--- src/tgc_pkg.sv ---
package tgc_pkg;
   // ---------------------------------------------------------------
   // Register addresses (byte register address space)
   // ---------------------------------------------------------------
   localparam int unsigned REG_AW = 4;
   localparam int unsigned REG_DW = 8;
   localparam logic [REG_AW-1:0] ADDR_DIN_D_SELECT_A = 4'h5;
   localparam logic [REG_AW-1:0] ADDR_SLOT_GCI_CONTROL = 4'h6;
   localparam logic [REG_AW-1:0] ADDR_MODE_CONFIG_ONE = 4'h7;
   localparam logic [REG_DW-1:0] REG_RESET = 8'h00;
   localparam logic [REG_DW-1:0] READ_HIDDEN = 8'h00;

   // ---------------------------------------------------------------
   // Field positions
   // ---------------------------------------------------------------
   localparam int unsigned CTL_B1_EN = 7;
   localparam int unsigned CTL_B2_EN = 6;
   localparam int unsigned CTL_D_EN = 5;
   localparam int unsigned CTL_M4_SEL = 4;
   localparam int unsigned CTL_GCI_EN = 3;
   localparam int unsigned MODE_INT_LOOP = 7;
   localparam int unsigned MODE_LINE_CONN = 6;
   localparam int unsigned MODE_STROBE = 5;
   localparam int unsigned MODE_RATE_512K = 4;
   localparam int unsigned MODE_LONG_FRAME = 3;
   localparam int unsigned MODE_CRC_ONCE = 2;
   localparam int unsigned MODE_ROLLOVER = 1;
   localparam int unsigned MODE_TRIPLE = 0;
   localparam int unsigned SELECT_A_W = 3;

   // ---------------------------------------------------------------
   // Frame timing
   // ---------------------------------------------------------------
   localparam int unsigned SLOT_W = 8;
   localparam int unsigned BIT_W = SLOT_W + 1;
   localparam logic [BIT_W-1:0] BIT_CNT_ZERO = 9'h000;
   localparam logic [BIT_W-1:0] BIT_CNT_MAX = 9'h1ff;
   localparam logic [BIT_W-1:0] BIT_CNT_ONE = 9'h001;
   localparam logic [SLOT_W-1:0] LEGACY_D_SLOT = 8'h08;
   localparam logic [SLOT_W-1:0] GCI_CHAN_SPAN = 8'h10;
   localparam logic [SLOT_W-1:0] GCI_D_OFFSET = 8'h08;
   localparam logic [3:0] FS_LONG_MIN = 4'h2;
   localparam logic [3:0] FS_LEN_MAX = 4'hf;
   localparam logic [1:0] DCH_IDLE = 2'b11;

   typedef enum logic [1:0] {
      CRC_IDLE = 2'b00,
      CRC_ARMED = 2'b01,
      CRC_ACTIVE = 2'b10,
      CRC_DONE = 2'b11
   } tgc_crc_state_t;
endpackage : tgc_pkg

--- src/tgc_err_counter.sv ---
`timescale 1ns/10ps
module tgc_err_counter #(
   parameter int unsigned WIDTH = 8
) (
   input wire logic i_clk_sys,
   input wire logic i_rst,
   input wire logic i_clr,
   input wire logic i_inc,
   input wire logic i_rollover,
   output logic [WIDTH-1:0] o_count
);
   logic [WIDTH-1:0] count_ff;
   logic [WIDTH-1:0] nxt_count;
   wire at_top = &count_ff;

   // Wrap to zero or hold at all ones
   assign nxt_count = i_clr ? '0 :
      (!i_inc) ? count_ff :
      (at_top && !i_rollover) ? count_ff : count_ff + 1'b1;

   always_ff @(posedge i_clk_sys or posedge i_rst) begin
      if (i_rst) begin
         count_ff <= '0;
      end else begin
         count_ff <= nxt_count;
      end
   end

   assign o_count = count_ff;
endmodule : tgc_err_counter

--- src/tgc_slot_regs.sv ---
`timescale 1ns/10ps
// ---------------------------------------------------------------
// ---------------------------------------------------------------
module tgc_slot_regs
   import tgc_pkg::*;
(
   input wire logic i_clk_sys,
   input wire logic i_rst,
   input wire logic i_soft_rst,
   input wire logic i_overlay_en,
   input wire logic [tgc_pkg::REG_AW-1:0] i_reg_addr,
   input wire logic i_reg_wr,
   input wire logic i_reg_rd,
   input wire logic [tgc_pkg::REG_DW-1:0] i_reg_wdata,
   output logic [tgc_pkg::REG_DW-1:0] o_reg_rdata,
   input wire logic [tgc_pkg::SLOT_W-1:0] i_dout_d_slot,
   input wire logic i_dport_enable,
   input wire logic i_analog_loopback,
   input wire logic i_port_master,
   input wire logic i_nt_mode,
   input wire logic i_interface_mode_pin,
   input wire logic i_port_clock,
   input wire logic i_rx_frame_sync,
   input wire logic i_din,
   input wire logic i_dport_in,
   input wire logic i_status_in_one,
   input wire logic i_status_in_two,
   input wire logic [1:0] i_u_rx_d,
   input wire logic i_crc_corrupt_req,
   input wire logic i_superframe_start,
   input wire logic i_febe_inc,
   input wire logic i_nebe_inc,
   output logic o_dout,
   output logic o_dout_oe,
   output logic o_dport_out,
   output logic o_dport_clock,
   output logic o_bus_driver_enable_n,
   output logic [1:0] o_u_tx_d,
   output logic o_b1_tx_high,
   output logic o_b2_tx_high,
   output logic o_dch_tx_high,
   output logic o_slot_mode,
   output logic o_gci_active,
   output logic o_sf_from_fsync,
   output logic o_m4_from_register,
   output logic o_power_status_one,
   output logic o_power_status_two,
   output logic o_internal_loopback,
   output logic o_line_must_open,
   output logic o_port_rate_512k,
   output logic o_freq_ref_512k,
   output logic o_long_frame,
   output logic o_crc_corrupt,
   output logic o_triple_persist,
   output logic [tgc_pkg::REG_DW-1:0] o_febe_count,
   output logic [tgc_pkg::REG_DW-1:0] o_nebe_count
);
   import tgc_pkg::*;

   // ---------------------------------------------------------------
   // Register file
   // ---------------------------------------------------------------
   logic [REG_DW-1:0] din_slot_ff;
   logic [REG_DW-1:0] ctl_ff;
   logic [REG_DW-1:0] mode_ff;
   logic [REG_DW-1:0] rdata_ff;
   logic [REG_DW-1:0] nxt_rdata;

   wire acc_ok = i_overlay_en;
   wire wr_din = acc_ok && i_reg_wr && (i_reg_addr == ADDR_DIN_D_SELECT_A);
   wire wr_ctl = acc_ok && i_reg_wr && (i_reg_addr == ADDR_SLOT_GCI_CONTROL);
   wire wr_mode = acc_ok && i_reg_wr && (i_reg_addr == ADDR_MODE_CONFIG_ONE);

   assign nxt_rdata = !(acc_ok && i_reg_rd) ? READ_HIDDEN :
      (i_reg_addr == ADDR_DIN_D_SELECT_A) ? din_slot_ff :
      (i_reg_addr == ADDR_SLOT_GCI_CONTROL) ? ctl_ff :
      (i_reg_addr == ADDR_MODE_CONFIG_ONE) ? mode_ff : READ_HIDDEN;

   always_ff @(posedge i_clk_sys or posedge i_rst) begin
      if (i_rst) begin
         din_slot_ff <= REG_RESET;
         ctl_ff <= REG_RESET;
         mode_ff <= REG_RESET;
         rdata_ff <= REG_RESET;
      end else if (i_soft_rst) begin
         din_slot_ff <= REG_RESET;
         ctl_ff <= REG_RESET;
         mode_ff <= REG_RESET;
         rdata_ff <= REG_RESET;
      end else begin
         if (wr_din) din_slot_ff <= i_reg_wdata;
         if (wr_ctl) ctl_ff <= i_reg_wdata;
         if (wr_mode) mode_ff <= i_reg_wdata;
         rdata_ff <= nxt_rdata;
      end
   end

   // ---------------------------------------------------------------
   // Pin synchronisers
   // ---------------------------------------------------------------
   localparam int unsigned NSYNC = 7;
   logic [NSYNC-1:0] sync1_ff;
   logic [NSYNC-1:0] sync2_ff;
   wire [NSYNC-1:0] pins = {i_port_clock, i_rx_frame_sync, i_din,
      i_dport_in, i_status_in_one, i_status_in_two, i_interface_mode_pin};

   always_ff @(posedge i_clk_sys or posedge i_rst) begin
      if (i_rst) begin
         sync1_ff <= '0;
         sync2_ff <= '0;
      end else begin
         sync1_ff <= pins;
         sync2_ff <= sync1_ff;
      end
   end

   wire pc_s = sync2_ff[6];
   wire fs_s = sync2_ff[5];
   wire din_s = sync2_ff[4];
   wire dpin_s = sync2_ff[3];
   wire st1_s = sync2_ff[2];
   wire st2_s = sync2_ff[1];
   wire mpin_s = sync2_ff[0];

   // ---------------------------------------------------------------
   // Mode decode
   // ---------------------------------------------------------------
   function automatic logic slot_hit(input logic [BIT_W-1:0] cnt,
                                     input logic [SLOT_W-1:0] slot);
      slot_hit = (cnt[BIT_W-1:1] == slot);
   endfunction : slot_hit

   function automatic logic [SLOT_W-1:0] gci_d_slot(
      input logic [SELECT_A_W-1:0] sel);
      logic [SLOT_W-1:0] base;
      base = {{(SLOT_W-SELECT_A_W){1'b0}}, sel};
      gci_d_slot = SLOT_W'(base * GCI_CHAN_SPAN + GCI_D_OFFSET);
   endfunction : gci_d_slot

   wire slot_mode = ctl_ff[CTL_B1_EN] | ctl_ff[CTL_B2_EN] | ctl_ff[CTL_D_EN];
   wire dch_en = ctl_ff[CTL_D_EN];
   wire gci_act = mpin_s && ctl_ff[CTL_GCI_EN];
   wire dport_on = i_dport_enable && mpin_s;
   wire [SLOT_W-1:0] out_slot = gci_act ?
      gci_d_slot(din_slot_ff[SELECT_A_W-1:0]) :
      slot_mode ? i_dout_d_slot : LEGACY_D_SLOT;
   wire [SLOT_W-1:0] in_slot = gci_act ?
      gci_d_slot(din_slot_ff[SELECT_A_W-1:0]) :
      slot_mode ? din_slot_ff : LEGACY_D_SLOT;
   wire dout_ok = !slot_mode || dch_en;
   wire dch_high = slot_mode && !dch_en && !dport_on;

   // ---------------------------------------------------------------
   // Frame and bit counting
   // ---------------------------------------------------------------
   logic pc_prev_ff;
   logic fs_prev_ff;
   logic [BIT_W-1:0] cnt_ff;
   logic [3:0] fs_len_ff;
   logic long_seen_ff;
   logic hold_ff;
   logic [1:0] cap_ff;

   wire pc_rise = pc_s && !pc_prev_ff;
   wire pc_fall = !pc_s && pc_prev_ff;
   wire frame_start = pc_rise && fs_s && !fs_prev_ff;
   wire [BIT_W-1:0] nxt_cnt = frame_start ? BIT_CNT_ZERO :
      (cnt_ff == BIT_CNT_MAX) ? cnt_ff : cnt_ff + BIT_CNT_ONE;
   wire [3:0] nxt_fs_len = frame_start ? 4'h1 :
      (fs_len_ff == FS_LEN_MAX) ? fs_len_ff : fs_len_ff + 4'h1;
   wire in_hit = slot_hit(cnt_ff, in_slot);
   wire out_hit = slot_hit(cnt_ff, out_slot);
   wire tx_src = dport_on ? dpin_s : din_s;

   always_ff @(posedge i_clk_sys or posedge i_rst) begin
      if (i_rst) begin
         pc_prev_ff <= 1'b0;
         fs_prev_ff <= 1'b0;
         cnt_ff <= BIT_CNT_MAX;
         fs_len_ff <= 4'h0;
         long_seen_ff <= 1'b0;
         hold_ff <= 1'b0;
         cap_ff <= DCH_IDLE;
      end else begin
         pc_prev_ff <= pc_s;
         if (pc_rise) begin
            fs_prev_ff <= fs_s;
            cnt_ff <= nxt_cnt;
            if (fs_s) fs_len_ff <= nxt_fs_len;
            if (!fs_s && fs_prev_ff) long_seen_ff <= (fs_len_ff >= FS_LONG_MIN);
         end
         if (pc_fall && in_hit) begin
            if (!cnt_ff[0]) hold_ff <= tx_src;
            else cap_ff <= {hold_ff, tx_src};
         end
      end
   end

   // ---------------------------------------------------------------
   // crc corruption control
   // ---------------------------------------------------------------
   tgc_crc_state_t crc_state_ff;
   tgc_crc_state_t nxt_crc_state;
   wire crc_once = mode_ff[MODE_CRC_ONCE];

   always_comb begin
      nxt_crc_state = crc_state_ff;
      case (crc_state_ff)
         CRC_IDLE: if (crc_once && i_crc_corrupt_req) nxt_crc_state = CRC_ARMED;
         CRC_ARMED: if (i_superframe_start) nxt_crc_state = CRC_ACTIVE;
         CRC_ACTIVE: if (i_superframe_start) nxt_crc_state = CRC_DONE;
         CRC_DONE: if (!i_crc_corrupt_req) nxt_crc_state = CRC_IDLE;
         default: nxt_crc_state = CRC_IDLE;
      endcase
      if (!crc_once) nxt_crc_state = CRC_IDLE;
   end

   wire nxt_crc = crc_once ? (nxt_crc_state == CRC_ACTIVE) :
      i_crc_corrupt_req;

   // ---------------------------------------------------------------
   // Registered outputs
   // ---------------------------------------------------------------
   wire nxt_dout_oe = out_hit && dout_ok;
   wire nxt_dout = cnt_ff[0] ? i_u_rx_d[0] : i_u_rx_d[1];
   wire nxt_drv_n = !(mode_ff[MODE_STROBE] &&
      (nxt_dout_oe || (out_hit && dport_on)));
   wire nxt_ps_pins = !mpin_s && i_nt_mode && !ctl_ff[CTL_M4_SEL];

   always_ff @(posedge i_clk_sys or posedge i_rst) begin
      if (i_rst) begin
         crc_state_ff <= CRC_IDLE;
         o_dout <= 1'b1;
         o_dout_oe <= 1'b0;
         o_dport_out <= 1'b1;
         o_dport_clock <= 1'b0;
         o_bus_driver_enable_n <= 1'b1;
         o_u_tx_d <= DCH_IDLE;
         o_b1_tx_high <= 1'b0;
         o_b2_tx_high <= 1'b0;
         o_dch_tx_high <= 1'b0;
         o_slot_mode <= 1'b0;
         o_gci_active <= 1'b0;
         o_sf_from_fsync <= 1'b0;
         o_m4_from_register <= 1'b0;
         o_power_status_one <= 1'b0;
         o_power_status_two <= 1'b0;
         o_internal_loopback <= 1'b0;
         o_line_must_open <= 1'b0;
         o_port_rate_512k <= 1'b0;
         o_freq_ref_512k <= 1'b0;
         o_long_frame <= 1'b0;
         o_crc_corrupt <= 1'b0;
         o_triple_persist <= 1'b0;
      end else begin
         crc_state_ff <= nxt_crc_state;
         o_dout <= nxt_dout;
         o_dout_oe <= nxt_dout_oe;
         o_dport_out <= dport_on ? nxt_dout : 1'b1;
         o_dport_clock <= dport_on && out_hit && pc_s && !pc_rise;
         o_bus_driver_enable_n <= nxt_drv_n;
         o_u_tx_d <= dch_high ? DCH_IDLE : cap_ff;
         o_b1_tx_high <= slot_mode && !ctl_ff[CTL_B1_EN];
         o_b2_tx_high <= slot_mode && !ctl_ff[CTL_B2_EN];
         o_dch_tx_high <= dch_high;
         o_slot_mode <= slot_mode;
         o_gci_active <= gci_act;
         o_sf_from_fsync <= gci_act && !i_port_master;
         o_m4_from_register <= ctl_ff[CTL_M4_SEL];
         o_power_status_one <= nxt_ps_pins ? st1_s : 1'b0;
         o_power_status_two <= nxt_ps_pins ? st2_s : 1'b0;
         o_internal_loopback <= mode_ff[MODE_INT_LOOP];
         o_line_must_open <= i_analog_loopback && !mode_ff[MODE_LINE_CONN];
         o_port_rate_512k <= mpin_s && mode_ff[MODE_RATE_512K];
         o_freq_ref_512k <= i_nt_mode && !i_port_master &&
            mode_ff[MODE_RATE_512K];
         o_long_frame <= i_port_master ? mode_ff[MODE_LONG_FRAME] :
            long_seen_ff;
         o_crc_corrupt <= nxt_crc;
         o_triple_persist <= mode_ff[MODE_TRIPLE];
      end
   end

   assign o_reg_rdata = rdata_ff;

   // ---------------------------------------------------------------
   // Error counters
   // ---------------------------------------------------------------
   wire [1:0] cnt_inc = {i_febe_inc, i_nebe_inc};
   logic [REG_DW-1:0] err_cnt [2];
   genvar gi;
   generate
      for (gi = 0; gi < 2; gi++) begin : g_err
         tgc_err_counter #(.WIDTH(REG_DW)) u_cnt (
            .i_clk_sys(i_clk_sys),
            .i_rst(i_rst),
            .i_clr(i_soft_rst),
            .i_inc(cnt_inc[gi]),
            .i_rollover(mode_ff[MODE_ROLLOVER]),
            .o_count(err_cnt[gi])
         );
      end
   endgenerate
   assign o_febe_count = err_cnt[1];
   assign o_nebe_count = err_cnt[0];
endmodule : tgc_slot_regs

--- config.mk ---
export PLATFORM = sky130hd
export DESIGN_NAME = tgc_slot_regs
export DESIGN_NICKNAME = d
export VERILOG_FILES = /design/src/tgc_pkg.sv /design/src/tgc_err_counter.sv /design/src/tgc_slot_regs.sv
export SDC_FILE = /design/constraint.sdc
export NUM_CORES = 1
export LEC_CHECK = 0
export ABC_AREA = 1
export BUFFER_PORTS_ARGS = -buffer_cell sky130_fd_sc_hd__clkbuf_2
export CORE_MARGIN = 3
export CORE_UTILIZATION = 45
export CTS_BUF_LIST = sky130_fd_sc_hd__clkbuf_4
export DETAILED_ROUTE_END_ITERATION = 16
export MAX_ROUTING_LAYER = met4
export PLACE_DENSITY = 0.66
export REMOVE_ABC_BUFFERS = 1
export SYNTH_ARGS = -nofsm -noshare
export SYNTH_HDL_FRONTEND = slang
export SYNTH_SLANG_ARGS = --single-unit
--- constraint.sdc ---
create_clock -name i_clk_sys -period 3.9 [get_ports i_clk_sys]
set_input_delay 0.39 -clock i_clk_sys [delete_from_list [all_inputs] [get_ports i_clk_sys]]
set_output_delay 0.39 -clock i_clk_sys [all_outputs]
set_load 0.1 [all_outputs]
After elaboration in Yosys (flattened, before gate mapping)
Index checks and enable logic that the tools add are counted.
{"block": "totals", "inputBits": 43, "ff_bits": 106, "output_inout_bits": 47, "wordCells": 166}
{"block": "op_classes", "bitwise": 3, "n_addsub": 5, "n_reduce_logical": 65, "n_mux": 39, "eq_ne": 15, "magnitude_cmp": 1}
{"operator": "$mux 8", "n": 21}
{"operator": "$logic_and 1x1->1", "n": 32}
{"operator": "$mux 9", "n": 2}
{"operator": "$add 8x1->8 const B", "n": 2}
{"operator": "$eq 8x8->1", "n": 2}
{"operator": "$logic_not 1->1", "n": 16}
{"operator": "$reduce_and 8->1", "n": 2}
{"operator": "$eq 4x3->1 const B", "n": 3}
{"operator": "$mux 2", "n": 6}
{"operator": "$reduce_and 2->1", "n": 6}
{"operator": "$reduce_bool 2->1", "n": 5}
{"operator": "$add 9x1->9 const B", "n": 1}
{"operator": "$eq 9x9->1 const B", "n": 1}
{"operator": "$add 7x4->8 const B", "n": 1}
{"operator": "$mux 4", "n": 2}
{"operator": "$ne 2x2->1 const B", "n": 4}
{"operator": "$pmux 2 s4", "n": 1}
{"operator": "$mux 1", "n": 7}
{"operator": "$eq 2x2->1 const B", "n": 3}
{"operator": "$add 4x1->4 const B", "n": 1}
{"operator": "$eq 4x4->1 const B", "n": 1}
{"operator": "$ge 4x2->1 const B", "n": 1}
{"operator": "$reduce_and 3->1", "n": 1}
{"operator": "$eq 2x1->1 const B", "n": 1}
{"operator": "other kinds (4)", "n": 6}

Logic depth before layout (Yosys ltp)
Gate-level depths: netlist of the first run.
{"block": "logic_depth", "ltp_word": 9, "depth_mapped": 13, "ltp_nobuf": 13}

Hierarchy
From an unflattened synthesis of the first run, not the netlist that was laid out.
{"block": "hier_totals", "hier_cells": 626, "area_unflattened_um2": 5201.2}
{"mod": "tgc_slot_regs", "area_per_inst_um2": 4182.8, "seq_area_each_um2": 2272.2, "instances": 1, "cells_per_inst": 482}
{"mod": "tgc_err_counter", "area_per_inst_um2": 509.2, "seq_area_each_um2": 200.2, "instances": 2, "cells_per_inst": 72}

Worst setup path before layout of the first run
No wires, ideal clock.
{"block": "synth_timing", "path_kind": "register -> register", "from": "register g_err[1].u_cnt.count_ff[1]", "to": "register g_err[1].u_cnt.count_ff[4]", "required_time_ns": 3.778, "period_less_slack_ns": 2.224, "setup_ns": 0.122, "stages_incl_launch_ff": 11, "arrival_ns": 2.101, "slack_ns": 1.676, "n_path_buf": 0, "cell_sequence": "dfrtp_1 > ha_1 > nand2_1 > inv_1 > nand3b_4 > o21ai_4 > inv_2 > nand2_1 > nor3_1 > o21ai_0 > nor2_1"}
{"block": "synth_between", "elab_chain_cells": 4, "elab_cells_between_ends": 8, "classes_between": "add/sub (1); eq/ne (1); mux (3); reduce/logical (3)"}
{"item": "start: declaration", "line_no": "tgc_err_counter.sv:12", "rtl": "logic [WIDTH-1:0] count_ff;"}
{"item": "start signal: assignment", "line_no": "tgc_err_counter.sv:25", "rtl": "count_ff <= nxt_count;"}
{"item": "$add 8x1->8 / $reduce_and 8->1 (equally long branches)", "line_no": "tgc_err_counter.sv:19, tgc_err_counter.sv:14"}
{"item": "$mux 8 / $logic_and 1x1->1 (equally long branches)", "line_no": "tgc_err_counter.sv:19", "rtl": "(at_top && !i_rollover) ? count_ff : count_ff + 1'b1;"}
{"item": "$mux 8 / $ne 2x2->1 (equally long branches)"}
{"item": "$mux 8 / $reduce_and 2->1 (equally long branches)"}
Several ways; a longest one is shown, not always the timed one. The select of a mux whose other input is x is not followed.
A chain may end at the register's enable or synchronous reset.

Final worst setup path of the first run
{"block": "layout_timing", "from": "register cnt_ff[0]", "to": "register cnt_ff[7]"}
{"block": "layout_between", "elab_chain_cells": 3, "elab_cells_between_ends": 6, "classes_between": "add/sub (1); eq/ne (2); mux (2); reduce/logical (1)"}
{"item": "start: declaration", "line_no": "tgc_slot_regs.sv:158", "rtl": "logic [BIT_W-1:0] cnt_ff;"}
{"item": "start signal: assignment", "line_no": "tgc_slot_regs.sv:188", "rtl": "cnt_ff <= nxt_cnt;"}
{"item": "$add 9x1->9 / $eq 9x9->1 (equally long branches)", "line_no": "tgc_slot_regs.sv:168", "rtl": "(cnt_ff == BIT_CNT_MAX) ? cnt_ff : cnt_ff + BIT_CNT_ONE;"}
{"item": "$mux 9 / $ne 2x2->1 (equally long branches)"}
{"item": "$mux 9 / $reduce_and 2->1 (equally long branches)"}
Several ways; a longest one is shown, not always the timed one. The select of a mux whose other input is x is not followed.

==> metrics.md, run 1 <==
| Metric | Value |
|---|---|
| Internal power | 0.00159 W |
| Synth-to-Final Area Change | 14.8% |
| First-pass GRT wire length | 20100 um |
| Core area | 0.0110 mm^2 |
| Worst-case hold slack | 0.0634 ns |
| Layout cells sized above 1 | 22.6% |
| Most common cell after layout, fill and taps aside | nand2_1 |
| Unrepaired setup endpoints after global routing | no |
| I/O pin cnt | 90 |
| IO Port Bufs | 89 |
| Synth area leaders | dfrtp_1 44%, nand2_1 10%, dfstp_2 8.2%, inv_1 6.3%, o21ai_0 5.2% |
| Drt initial violations | 258 |
| Placed Cells | 821 |
| Setup TNS | 0 ns |
| Data arrival, critical path | 2.59 ns |
| Worst Setup SP | cnt_ff[0] |
| Max Freq | 455 MHz |
| Clock Latency Late Sink | 0.46 ns |
| Net Switching | 0.000938 W |
| Critical Path RT | 4.29 ns |
| # setup viols final | 0 |
| Number of gates resized after CTS | 0 |
| Share of the synthesized area in the top cell type | 44.1% |
| Starting Density | 46.5% |
| Post-synth EDFFs | 0 |
| Initial antenna violation count | 0 |
| Fin crit share | 56.4% |
| Post-CTS Repair Setup Buffers | 0 |
| CTS Buffer Depth | 2 |
| Routed Wire Length | 12100 um |
| FF+latch count, synth | 106 |
| Vias post-DR | 4283 |
| Die extent in x | 112 um |
| Final Instance Count excl. Fillers | 845 |
| Crit Reg-Reg Endpoint | cnt_ff[7] |
| Post-synth top area cell | dfrtp_1 |
| Sw Ratio | 37.2% |
| Syn_area_per_cell | 8.46 um^2 |
| Clk slew on worst S/H paths | 0.17 ns |
| Fin util | 53.3% |
| R2r startpoint | cnt_ff[0] |
| Crit Path Class | flip-flop to flip-flop |
| Pwr per Cell Area | 431 mW/mm^2 |
| Most frequent cells in the layout | 136 x nand2_1, 90 x dfrtp_1, 89 x clkbuf_2 |
| Antenna-violating nets left | 0 |
| Synth warnings | 0 |
| Combinational power share | 26.3% |
| Setup Skew | 0.0286 ns |
| TritonCTS Buffers | 9 |
| Count of cell types in the netlist | 42 |
| Fin crit period | 2.20 ns |
| WL/cell | 14.3 um |
| Critical Path Sink Type | flip-flop |
| Part of the power in registers | 51.6% |
| DRC | 0 |
| Gate Count Post-Synth | 603 |
| Peak supply drop | 0.358 mV |
| Startpoint types | flip-flop |
| Flop-to-flop setup slack | 1.70 ns |
| Rows | 38 |
| Worst setup endpoint | cnt_ff[7] |
| Max Cap Viol | 0 |
| Async set or reset register ratio after synthesis | 100% |
| Final hold violations | 0 |
| DIE AREA | 0.0127 mm^2 |
| Final nets | 748 |
| Hold_buf cts | 1 |
| First-pass detailed-route iteration total | 5 |
| Post-synth top flop | dfrtp_1 |
| Sequential area share after synthesis | 52.4% |
| Worst R2R Path Depth | 13 |
| Static Leak | 3.03 nW |
| Via-to-Cell Ratio | 5.07 |
| Die Height | 112 um |
| RePlAce Congestion | 0.901 |
| Power, Total | 0.00252 W |
| Clk pwr share | 22.1% |
| Clock root buffer | clkbuf_4 |
| CTS tree | yes |
| Hold WC Path Type | primary input to flip-flop |
| Final max-slew violation count | 0 |
| Gr usage total | 20.4% |
| CP max FO | 6 |
| Number of global-route vias before repair | 4167 |
| Status | finished clean |
| # clock sinks | 106 |
| Post-DP HPWL | 9020 um |
| Cell Area, Synth | 0.00510 mm^2 |
| Largest net degree at the start of global routing | 43 |
| Worst slew margin | 33.4% |
| Total grt overflow | 0 |
| Worst Tran Pin Value | 0.992 ns |
| H-tree depth | 3 |
-- through the flow --
stage / cell area [um^2] / worst slack (ns)
finish: 5860 / 1.70
global route: 5860 / 1.51
detailed placement: 5650 / 1.76
CTS: 5800 / 1.72
global placement: 5650 / 1.84
floorplan: 5010 / 0.748
-- kinds of logic (layout without fill, tap and decap cells) --
logic type                 Yosys count  count (layout)  synth area share (%)
buffers and inverters              104             205                  8.61
other                                0               1                     0
DFF                                106             106                  52.4
xor gates and xnor gates             9               9                  1.54
AOI/OAI and AO/OA                   99              99                  11.2
and+or+nand+nor                    279             279                  24.8
adders and majority gates            6               6                  1.47
-- flip-flops by register name (all words and copies together), names as in the netlist, 2 cells and up --
| name | cells |
|---|---|
| g_err.u_cnt.o_count | 16 |
| cnt_ff | 9 |
| ctl_ff | 8 |
| din_slot_ff | 8 |
| mode_ff | 8 |
| o_reg_rdata | 8 |
| sync1_ff | 7 |
| sync2_ff | 7 |
| fs_len_ff | 4 |
| cap_ff | 2 |
| crc_state_ff | 2 |
| o_u_tx_d | 2 |
-- metal layers --
| metal | track usage [%] | routed length [um] | part of all wire [%] | vias up |
|---|---|---|---|---|
| li1 | - | - | - | 2144 |
| met1 | 28.4 | 5750 | 48 | 2027 |
| met2 | 31.1 | 5710 | 47 | 106 |
| met3 | 3.67 | 515 | 4.3 | 6 |
| met4 | 5.29 | 93 | 0.77 | 0 |
| met5 | - | 0 | 0 | - |
-- worst min path at each step --
stage | from | end | slack [ns] | cells past startpoint
5_1_grt | i_interface_mode_pin | sync1_ff[0] | 0.02 | 1
3_3_place_gp | sync1_ff[6] | sync2_ff[6] | 0.33 | 0
2_1_floorplan | sync1_ff[0] | sync2_ff[0] | 0.33 | 0
3_5_place_dp | sync1_ff[0] | sync2_ff[0] | 0.33 | 0
4_1_cts | i_status_in_one | sync1_ff[2] | 0.01 | 1
6_report | i_interface_mode_pin | sync1_ff[0] | 0.06 | 1
-- worst max-delay path: stages (launching register included) --
cell	delay, ns
dfstp_2	0.62
ha_1	0.19
nand3_1	0.14
nor3_1	0.21
nand2_1	0.07
nor2_1	0.09
ha_1	0.14
or2_2	0.14
nand2_1	0.11
nand2_1	0.11
nor2_2	0.04
nand2_1	0.07
o21ai_1	0.06
a21oi_1	0.12
-- cell usage after synthesis, types with 3 or more instances --
cell type / instances
nand2_1: 136
dfrtp_1: 90
inv_1: 85
o21ai_0: 53
nor2_1: 47
nand3_1: 36
a21oi_1: 17
dfstp_2: 16
nor3_1: 16
nand4_1: 14
xor2_1: 9
nor2_2: 8
o211ai_1: 7
ha_1: 6
nand2_2: 6
inv_2: 5
o21ai_1: 5
a31oi_1: 4
buf_6: 4
or2_2: 4
buf_4: 3
clkbuf_1: 3
nor2_4: 3
o21ai_2: 3
o221ai_1: 3
-- layout make-up --
cell class	count	area [um^2]
multi-input combinational	393	1990
tap	140	175
inverter	91	349
clock buffer	11	82.6
timing repair buffer	98	531
antenna	1	2.50
clock inverter	5	55.1
sequential	106	2670
fill	1032	5120
-- power by group through the flow --
stage | sequential [W] | combinational (W) | clock, W
after floorplan | 0.00154 | 0.000277 | 0
after global placement | 0.00132 | 0.000650 | 0
after detailed placement | 0.00132 | 0.000661 | 0
after CTS | 0.00130 | 0.000663 | 0.000582
after global routing | 0.00132 | 0.000728 | 0.000625
final | 0.00130 | 0.000663 | 0.000559
(Power assumes the default switching activity.)
==> run 2, diff against run 1 <==
- PLACE_DENSITY: 0.66 -> 0.69
- clock period: 3.9 -> 1.9 ns (I/O delays scaled with it)
==> run 2 against run 1 <==
Compared with the run above: the flow now finishes with violations (setup timing); non-clock buffer count grew 35; via count grew 4.0%; final cell count grew 4.0%; first-iteration DRC count shrank 2.7%.
==> metrics.md, run 2 (synthesized netlist as in run 1, its figures left out) <==
| Metric | Value |
|---|---|
| Crit Path Class | flip-flop to flip-flop |
| CTS tree | yes |
| Unrepaired setup endpoints after global routing | yes |
| IO Port Bufs | 89 |
| Vias post-DR | 4454 |
| Fin crit share | 105% |
| Min-Delay Path Depth | 5 |
| Core area | 0.0110 mm^2 |
| Startpoint types | flip-flop |
| Worst Tran Pin Value | 0.558 ns |
| Max Cap Viol | 0 |
| Static Leak | 3.22 nW |
| Gr usage total | 20.6% |
| Worst R2R Path Depth | 10 |
| Post-DP HPWL | 8780 um |
| Clock Latency Late Sink | 0.48 ns |
| First-pass detailed-route iteration total | 5 |
| I/O pin cnt | 90 |
| Flop-to-flop setup slack | -0.09 ns |
| Starting Density | 46.5% |
| Hold WC Path Type | primary input to flip-flop |
| Worst Setup SP | cnt_ff[1] |
| DIE AREA | 0.0127 mm^2 |
| H-tree depth | 3 |
| Design area | 0.00626 mm^2 |
| Die extent in x | 112 um |
| Status | finished, violations left |
| CP bufs+invs | 2 |
| Slowest cell on crit path | dfstp_2 |
| Final max-slew violation count | 0 |
| Crit-path max cell delay | 0.59 ns |
| Layout cells sized above 1 | 25.4% |
| First-pass GRT wire length | 20600 um |
| Fillers | 977 |
| Fin crit period | 1.99 ns |
| Max Freq | 503 MHz |
| Pwr per Cell Area | 834 mW/mm^2 |
| Initial antenna violation count | 0 |
| Worst slew margin | 62.5% |
| DRC | 0 |
| WL/cell | 13.7 um |
| CTS Buffer Depth | 2 |
| RePlAce Congestion | 0.920 |
| Most common cell after layout, fill and taps aside | nand2_1 |
| Diode count | 0 |
| TritonCTS Buffers | 9 |
| Most frequent cells in the layout | 134 x nand2_1, 90 x dfrtp_1, 89 x clkbuf_2 |
| Final hold violations | 0 |
| DP Area | 0.00580 mm^2 |
| Final nets | 783 |
| Setup Skew | 0.0226 ns |
| Routed Wire Length | 12000 um |
| Failing checks | setup timing |
| Crit Reg-Reg Endpoint | cnt_ff[7] |
| Clock root buffer | clkbuf_4 |
| Data arrival, critical path | 2.42 ns |
| Drt initial violations | 251 |
| Worst setup endpoint | cnt_ff[7] |
| Total grt overflow | 0 |
| Crit-path cells | buf_4 -> inv_1 -> nor3_1 -> nand2_1 -> nor2_2 -> nand2_2 -> nor2_2 -> nand2_1 -> o21ai_1 -> a21oi_1 |
| CP max FO | 4 |
| Critical Path Sink Type | flip-flop |
| Multi-input logic area | 0.00207 mm^2 |
| Critical Path RT | 2.33 ns |
| Crit path depth | 10 |
| R2r startpoint | cnt_ff[1] |
| Sequential cell area | 0.00267 mm^2 |
| Synth-to-Final Area Change | 22.7% |
| Cell type group with the largest total delay on the critical path | simple AND/OR/NAND/NOR gates |
| Antenna-violating nets left | 0 |
| # setup viols final | 5 |
| Die Height | 112 um |
| Peak supply drop | 0.847 mV |
| # clock sinks | 106 |
| Via-to-Cell Ratio | 5.07 |
| Max reg flops | 16 |
| Largest net degree at the start of global routing | 107 |
| Final worst slack | -0.0883 ns |
| Rows | 38 |
| Clk slew on worst S/H paths | 0.17 ns |
| Number of global-route vias before repair | 4317 |
| Post-place setup slack | -0.0392 ns |
## run 2: cell type report
| class | count | area share, % |
|---|---|---|
| multi-input cells | 393 | 33.1 |
| clock inverters | 4 | 0.460 |
| well taps | 140 | 2.80 |
| clock buffers | 12 | 1.44 |
| inverters | 91 | 5.58 |
| repair buffers | 133 | 14.0 |
| flip-flops and latches | 106 | 42.7 |
## run 2: how the worst min path moves through the flow
| stage | from | end |
|---|---|---|
| after floorplan | i_interface_mode_pin | sync1_ff[0] |
| after global placement | i_rx_frame_sync | sync1_ff[5] |
| after detailed placement | i_dport_in | sync1_ff[3] |
| after CTS | i_reg_wdata[5] | din_slot_ff[5] |
| after global routing | i_soft_rst | g_err[1].u_cnt.o_count[1] |
| final | i_reg_wdata[5] | din_slot_ff[5] |
## run 2: through the flow
stage	hold slack, ns	cells	power [W]	utilization (%)	TNS (ns)
3_5_place_dp	0.301	838	0.00412	52.8	-0.0392
3_3_place_gp	0.298	838	0.00409	52.8	0
5_1_grt	0.0199	879	0.00553	57.0	-1.23
6_report	0.0466	879	0.00522	57.0	-0.148
4_1_cts	0.00735	877	0.00523	56.2	0
2_1_floorplan	0.221	590	0.00374	-	-103.61
## run 2: worst min-delay path, delay by kind of cell
kind | cells | cell delay [ns]
buffers and inverters | 2 | 0.14
and+or+nand+nor | 3 | 0.19
## run 2: repair_timing
item	4_1_cts	5_1_grt
gates resized for setup	4	17
endpoints found under the hold margin	124	0
setup endpoints to repair	5	11
pin swaps	0	4
buffers inserted	0	2
hold buffers	23	0
## run 2: per-layer routing
layer,vias to the layer above,track usage [%],share of wire [%]
met5,-,-,0
met4,0,5.53,1.4
met3,10,5.28,4.2
met2,107,31.6,49
met1,2125,27.6,46
li1,2212,-,-
## run 2: power by group
| group | leakage (nW) | switching, W | internal [W] |
|---|---|---|---|
| Clock | 0.0652 | 0.000737 | 0.000315 |
| Sequential | 1.34 | 0.000151 | 0.00251 |
| Combinational | 1.82 | 0.00109 | 0.000416 |
| Total | 3.22 | 0.00198 | 0.00324 |
